--- src/verilog/halfword_load_defs.svh ---
// constants for the signed halfword load unit
`ifndef HALFWORD_LOAD_DEFS_SVH
`define HALFWORD_LOAD_DEFS_SVH

// ****************************************
// issue slots that may carry a data-memory op
// ****************************************
`define DMEM_SLOT_LO 3'h4
`define DMEM_SLOT_HI 3'h5

// ****************************************
// field positions and widths
// ****************************************
`define GUARD_LSB 0
`define ADDR_ALIGN_BIT 0
`define HALF_MSB 15
`define EXT_WIDTH 16
`define DISP_SIGN_BIT 6
`define DISP_EXT_WIDTH 24

// ****************************************
// reset values
// ****************************************
`define WORD_ZERO 32'h0000_0000
`define DEST_ZERO 7'h00

`endif

--- src/verilog/halfword_load_pkg.sv ---
// types shared by the signed halfword load unit
package halfword_load_pkg;
    typedef logic [31:0] word_t;
    typedef logic [15:0] half_t;
    typedef logic [6:0] disp_t;
    typedef logic [6:0] dest_t;
    typedef logic [2:0] slot_t;
endpackage

--- src/verilog/halfword_order.sv ---
// byte ordering and sign extension of a fetched halfword
`timescale 1ns/10ps
`include "halfword_load_defs.svh"

module halfword_order
    import halfword_load_pkg::*;
(
    input wire half_t raw,
    input wire logic little_endian,
    output word_t value
);
    // ****************************************
    // ordering
    // ****************************************
    // raw[7:0] is the byte at the effective address, raw[15:8] the next one
    wire half_t ordered;
    assign ordered = little_endian ? raw : {raw[7:0], raw[15:8]};

    // ****************************************
    // sign extension
    // ****************************************
    // replicate the halfword sign across the upper bits
    assign value = {{`EXT_WIDTH{ordered[`HALF_MSB]}}, ordered};
endmodule

--- src/verilog/signed_halfword_load_unit.sv ---
// signed halfword load unit between issue logic and the data cache
`timescale 1ns/10ps
`include "halfword_load_defs.svh"

module signed_halfword_load_unit
    import halfword_load_pkg::*;
(
    input wire logic clk,
    input wire logic rst,
    input wire logic issue_valid,
    input wire slot_t issue_slot,
    input wire logic use_disp,
    input wire word_t first_source_operand,
    input wire disp_t disp,
    input wire logic guard_present,
    input wire word_t guard,
    input wire dest_t dest_idx,
    input wire logic program_status_word_le,
    output logic mem_req,
    output word_t mem_addr,
    input wire half_t mem_rd_data,
    output logic wb_valid,
    output dest_t wb_dest,
    output word_t wb_data
);
    // ****************************************
    // issue decode
    // ****************************************
    // memory ops only leave from the two data-memory slots
    wire slot_ok;
    wire accept;
    wire guard_ok;
    wire go;
    assign slot_ok = (issue_slot == `DMEM_SLOT_LO) || (issue_slot == `DMEM_SLOT_HI);
    assign accept = issue_valid && slot_ok;
    // an absent guard counts as true
    assign guard_ok = !guard_present || guard[`GUARD_LSB];
    assign go = accept && guard_ok;

    // ****************************************
    // effective address
    // ****************************************
    // the plain form is the displacement form with the displacement forced to zero
    // the 7-bit field counts halfwords, so the byte offset is always even and
    // spans -128 to 126; an odd offset simply cannot be encoded
    wire disp_t disp_used;
    wire word_t disp_ext;
    wire word_t eff_addr;
    assign disp_used = use_disp ? disp : 7'h00;
    assign disp_ext = {{`DISP_EXT_WIDTH{disp_used[`DISP_SIGN_BIT]}}, disp_used, 1'b0};
    assign eff_addr = first_source_operand + disp_ext;

    // ****************************************
    // stage one: address to the cache
    // ****************************************
    logic s1_valid_ff;
    word_t s1_addr_ff;
    dest_t s1_dest_ff;
    logic s1_le_ff;

    // a false guard never reaches the cache, so no status bits move
    always_ff @(posedge clk or posedge rst) begin
        if (rst) begin
            s1_valid_ff <= 1'b0;
            s1_addr_ff <= `WORD_ZERO;
            s1_dest_ff <= `DEST_ZERO;
            s1_le_ff <= 1'b0;
        end else begin
            s1_valid_ff <= go;
            s1_addr_ff <= eff_addr;
            s1_dest_ff <= dest_idx;
            s1_le_ff <= program_status_word_le;
        end
    end

    // odd addresses are rounded down rather than trapped; the data is then
    // meaningless but harmless, which the op allows. the register aperture is
    // not decoded here: a halfword load there returns whatever the cache gives
    assign mem_req = s1_valid_ff;
    assign mem_addr = {s1_addr_ff[31:1], 1'b0};

    // ****************************************
    // stage two: waiting for the cache data
    // ****************************************
    logic s2_valid_ff;
    dest_t s2_dest_ff;
    logic s2_le_ff;

    always_ff @(posedge clk or posedge rst) begin
        if (rst) begin
            s2_valid_ff <= 1'b0;
            s2_dest_ff <= `DEST_ZERO;
            s2_le_ff <= 1'b0;
        end else begin
            s2_valid_ff <= s1_valid_ff;
            s2_dest_ff <= s1_dest_ff;
            s2_le_ff <= s1_le_ff;
        end
    end

    // ****************************************
    // byte ordering and extension
    // ****************************************
    word_t loaded;

    halfword_order u_order (
        .raw(mem_rd_data),
        .little_endian(s2_le_ff),
        .value(loaded)
    );

    // ****************************************
    // stage three: writeback
    // ****************************************
    logic wb_valid_ff;
    dest_t wb_dest_ff;
    word_t wb_data_ff;

    // data is held when no write happens so the port does not toggle needlessly
    always_ff @(posedge clk or posedge rst) begin
        if (rst) begin
            wb_valid_ff <= 1'b0;
            wb_dest_ff <= `DEST_ZERO;
            wb_data_ff <= `WORD_ZERO;
        end else begin
            wb_valid_ff <= s2_valid_ff;
            if (s2_valid_ff) begin
                wb_dest_ff <= s2_dest_ff;
                wb_data_ff <= loaded;
            end
        end
    end

    assign wb_valid = wb_valid_ff;
    assign wb_dest = wb_dest_ff;
    assign wb_data = wb_data_ff;

    // ****************************************
    // checks
    // ****************************************
    // independent address model for the displacement form
    wire word_t chk_disp_addr;
    assign chk_disp_addr = first_source_operand + (word_t'(signed'(disp)) << 1);

    AST_LATENCY: assert property (
        @(posedge clk) disable iff (rst)
        go |-> ##3 (wb_valid && wb_dest == $past(dest_idx, 3))
    ) else $error("guarded-true load did not write back after three cycles");

    AST_SLOT_ONLY: assert property (
        @(posedge clk) disable iff (rst)
        issue_valid && !slot_ok |-> ##1 !mem_req ##2 !wb_valid
    ) else $error("load from a non-memory slot took effect");

    AST_GUARD_FALSE: assert property (
        @(posedge clk) disable iff (rst)
        issue_valid && guard_present && !guard[0] |-> ##1 !mem_req ##2 !wb_valid
    ) else $error("false guard caused a cache access or a write");

    AST_GUARD_TRUE_REQ: assert property (
        @(posedge clk) disable iff (rst)
        go |=> mem_req
    ) else $error("true or absent guard did not access the cache");

    AST_PLAIN_ADDR: assert property (
        @(posedge clk) disable iff (rst)
        go && !use_disp |=> mem_addr[31:1] == $past(first_source_operand[31:1])
    ) else $error("plain form address differs from the source operand");

    AST_DISP_ADDR: assert property (
        @(posedge clk) disable iff (rst)
        go && use_disp |=> mem_addr[31:1] == $past(chk_disp_addr[31:1])
    ) else $error("displacement form address is wrong");

    AST_EVEN_ADDR: assert property (
        @(posedge clk) disable iff (rst)
        mem_req |-> mem_addr[0] == 1'b0
    ) else $error("odd address presented to the cache");

    AST_SIGN_EXT: assert property (
        @(posedge clk) disable iff (rst)
        wb_valid |-> wb_data[31:16] == {16{wb_data[15]}}
    ) else $error("result is not sign-extended");

    AST_LITTLE: assert property (
        @(posedge clk) disable iff (rst)
        go && program_status_word_le |-> ##3 wb_data[15:0] == $past(mem_rd_data)
    ) else $error("little-endian byte order wrong");

    AST_BIG: assert property (
        @(posedge clk) disable iff (rst)
        go && !program_status_word_le
        |-> ##3 wb_data[15:0] == {$past(mem_rd_data[7:0]), $past(mem_rd_data[15:8])}
    ) else $error("big-endian byte order wrong");

    // without a write the destination port must hold, or a false guard could leak
    AST_WB_HOLD: assert property (
        @(posedge clk) disable iff (rst)
        !wb_valid |-> $stable(wb_data) && $stable(wb_dest)
    ) else $error("writeback result moved without a write");

    AST_REQ_CAUSE: assert property (
        @(posedge clk) disable iff (rst)
        mem_req |-> $past(issue_valid && (!guard_present || guard[`GUARD_LSB])
            && (issue_slot == `DMEM_SLOT_LO || issue_slot == `DMEM_SLOT_HI))
    ) else $error("cache access without an accepted op");

    AST_WB_CAUSE: assert property (
        @(posedge clk) disable iff (rst)
        wb_valid |-> $past(mem_req, 2)
    ) else $error("write without a cache access two cycles earlier");
endmodule

--- config.mk ---
export PLATFORM = sky130hd
export DESIGN_NAME = signed_halfword_load_unit
export DESIGN_NICKNAME = d
export VERILOG_FILES = /design/src/verilog/halfword_load_pkg.sv /design/src/verilog/halfword_order.sv /design/src/verilog/signed_halfword_load_unit.sv
export VERILOG_INCLUDE_DIRS = /design/src /design/src/verilog
export SDC_FILE = /design/constraint.sdc
export NUM_CORES = 1
export LEC_CHECK = 0
export BUFFER_PORTS_ARGS = -buffer_cell sky130_fd_sc_hd__buf_2
export CAP_MARGIN = 20
export CORE_ASPECT_RATIO = 1.1
export CORE_MARGIN = 2
export CORE_UTILIZATION = 52
export DETAILED_ROUTE_END_ITERATION = 16
export PLACE_DENSITY = 0.94
export SYNTH_ARGS = -nofsm -noshare
export SYNTH_HDL_FRONTEND = slang
export SYNTH_SLANG_ARGS = --single-unit
--- constraint.sdc ---
create_clock -name clk -period 4.51 [get_ports clk]
set_clock_uncertainty 0.05 [all_clocks]
set_input_delay 0.6765 -clock clk [delete_from_list [all_inputs] [get_ports clk]]
set_output_delay 0.6765 -clock clk [all_outputs]
set_load 0.01 [all_outputs]
==> out/qor.txt <==
status -> complete, no violations
CP Data Required Time -> 4.74 ns
Crit path buffers/inverters -> 1
worst-path maximum fanout -> 18
# rows -> 34
clk sink count -> 73
delay-heaviest family, CP -> compound AO/OA/AOI/OAI gates
Max Cap Violations -> 0
CTS Hold Bufs -> 0
Diodes inserted -> 0
# IOs -> 176
Max rail drop VDD -> 0.0001471 V
worst min-delay path class -> flip-flop to flip-flop
endpoints failing setup -> 0
CP startpoint kind -> primary input
Hold WS -> 0.3006 ns
Max Root-Sink Buffers -> 2
Clock power frac -> 0.315
RSZ-0062 raised after global routing -> no
slowest CP cell -> a221oi_2
DR vias -> 3826
crit path DAT -> 3.37 ns
die area -> 0.008871 mm2
DRT Pass-1 Iters -> 4
initial antenna violation count -> 0
area of the mapped netlist -> 0.004229 mm2
Least-Margin Pin Slew -> 0.8232 ns
syn nets -> 545
switching share of power -> 0.3137
register area share after synthesis -> 0.4320
async set-reset flop share out of synthesis -> 1.000
cells along the critical path -> buf_2 > and2_1 > ha_1 > fa_1 > a21o_1 > a221o_1 > a221oi_2 > nor4_1 > a211oi_1 > o221a_2
relative slew slack -> 0.4512
distinct cell type count of the synthesized netlist -> 68
fin. max-slew vios -> 0
Die Y -> 98.59 um
synth warn -> 0
Post-synth EDFFs -> 0
first-pass GRT wire length -> 17500 um
P_leak -> 2.271 nW
post-route minimum period -> 3.141 ns
power share of the combinational group -> 0.230
final hold vios -> 0
critical path class -> primary input to flip-flop
setup repair bufs after CTS -> 0
Largest stage delay, worst path -> 0.50 ns
GRT Residual Overflow -> 0
Num CTS Buffers -> 9
worst slack at placement -> 1.064 ns
clock slew at reported path FFs -> 0.09 ns
CTS tree -> built
Synth Instances -> 435
Clock Tree Root -> clkbuf_8
vias per cell -> 5.832
highest-count cells in the layout ignoring fill and taps -> buf_2, dfrtp_1, nor2_1
Final Non-Filler Cells -> 656
Switch Pwr -> 529.9 uW
drc violations -> 0
commonest non-fill, non-tap cell in the layout -> buf_2
port bufs -> 141
vias in the first global route -> 3700
Starting DRT DRC Count -> 169
initial core utilization -> 0.5345
final wirelength -> 10720 um
die width -> 89.99 um
CTS H-tree depth -> 3
nets@finish -> 653
fmax -> 0.3184 GHz
Worst-Skew Late Latency -> 0.34 ns
Internal -> 1.159 mW
placed insts -> 639
Final ANT Viol Nets -> 0
CTS resizes -> 0
routability cong. -> 0.9186
drt wl/cell -> 16.35 um
CP Capture Type -> flip-flop
P&R area growth vs syn -> 19.26%
core area -> 0.007913 mm2
post-DP HPWL -> 8068 um
syn avg cell area -> 9.722 um2
utilization after layout -> 0.6374
Final Cycle Share -> 0.6964
Synth Register Bits -> 73
share of cells above drive strength 1 -> 0.3285
gr usage total -> 0.2449
Power Density -> 334.9 mW/mm2
setup TNS -> 0 ns
ys flop type -> dfrtp_1
Worst Slack Setup Final -> 1.369 ns
largest net degree at the start of global routing -> 41
Seq pwr share -> 0.455
-- worst reg2reg max path, stage by stage (launching register included) --
cell	delay (ns)
dfrtp_1	0.88
mux2i_1	0.30
a21oi_1	0.09
-- power by group through the flow --
| stage | clock [mW] | combinational (mW) | sequential, mW |
|---|---|---|---|
| 2_1_floorplan | 0 | 0.223 | 0.813 |
| 3_3_place_gp | 0 | 0.374 | 0.779 |
| 3_5_place_dp | 0 | 0.385 | 0.784 |
| 4_1_cts | 0.551 | 0.386 | 0.771 |
| 5_1_grt | 0.574 | 0.424 | 0.779 |
| 6_report | 0.532 | 0.389 | 0.768 |
-- stage by stage --
stage          cell area, um2  power (mW)
6_report                 5044       1.689
5_1_grt                  5044       1.777
4_1_cts                  5029       1.709
3_5_place_dp             4822       1.170
3_3_place_gp             4822       1.153
2_1_floorplan            4229       1.037
-- sequential cells by signal (all words and copies together) (netlist names) --
name / flops
s1_addr_ff: 31
wb_dest: 7
wb_valid: 1
mem_req: 1
s2_valid_ff: 1
s2_le_ff: 1
s1_dest_ff: 7
s1_le_ff: 1
wb_data: 16
s2_dest_ff: 7
-- cells by family after synthesis --
family / Yosys count / share of synthesized area
AO/OA/AOI/OAI: 83 / 0.1394
XOR/XNOR: 30 / 0.06213
adder cells (fa/ha/maj): 8 / 0.02485
buffers and inverters: 51 / 0.06479
flip-flops: 73 / 0.4320
multiplexers: 32 / 0.07781
other: 1 / 0.0008867
AND/OR/NAND/NOR: 157 / 0.1982
-- synthesized netlist by cell type, types with 5 or more instances --
| master | count | area, um2 |
|---|---|---|
| xnor2_1 | 18 | 157.7 |
| dfrtp_1 | 73 | 1827 |
| clkbuf_1 | 22 | 82.58 |
| nand2_1 | 23 | 86.33 |
| nand4_1 | 6 | 37.54 |
| mux2_2 | 7 | 78.83 |
| a21oi_1 | 26 | 130.1 |
| nand3_1 | 11 | 55.05 |
| or3_1 | 10 | 62.56 |
| a31oi_1 | 6 | 37.54 |
| xor2_1 | 12 | 105.1 |
| nor2_1 | 39 | 146.4 |
| buf_4 | 17 | 127.6 |
| nor3_1 | 15 | 75.07 |
| ha_1 | 6 | 75.07 |
| o22ai_1 | 7 | 43.79 |
| and2_1 | 12 | 75.07 |
| and3_1 | 6 | 37.54 |
| inv_1 | 5 | 18.77 |
| mux2i_1 | 25 | 250.2 |
| nor4_1 | 9 | 56.30 |
-- routing by layer --
metal	vias up	track usage	routed length, um
met1	1804	0.2849	4027
met3	28	0.05122	903
met2	222	0.4464	5468
li1	1772	-	-
met5	-	0	0
met4	0	0.09349	325
-- worst paths after layout --
kind                       cells after the start  slack (ns)                       end               startpoint
min                                            0        0.30   s2_dest_ff[2]$_DFF_PP0_  s1_dest_ff[2]$_DFF_PP0_
min in group asynchronous                      2        0.41   s1_dest_ff[4]$_DFF_PP0_                      rst
max                                           10        1.37  s1_addr_ff[31]$_DFF_PP0_                 use_disp
min reg2reg                                    0        0.30   s2_dest_ff[2]$_DFF_PP0_  s1_dest_ff[2]$_DFF_PP0_
max reg2reg                                    2        3.05    wb_data[6]$_DFFE_PP0P_       s2_le_ff$_DFF_PP0_
max in group asynchronous                      3        3.05   s1_dest_ff[2]$_DFF_PP0_                      rst
-- final cells by class --
class | instances | area, um2
multi-input cells | 311 | 2128
inverters | 5 | 18.77
repair buffers | 143 | 728.2
clock inverters | 7 | 82.58
well taps | 108 | 135.1
flip-flops and latches | 73 | 1827
fillers | 661 | 2869
clock buffers | 9 | 123.9
Power figures use the tool's default switching activity.
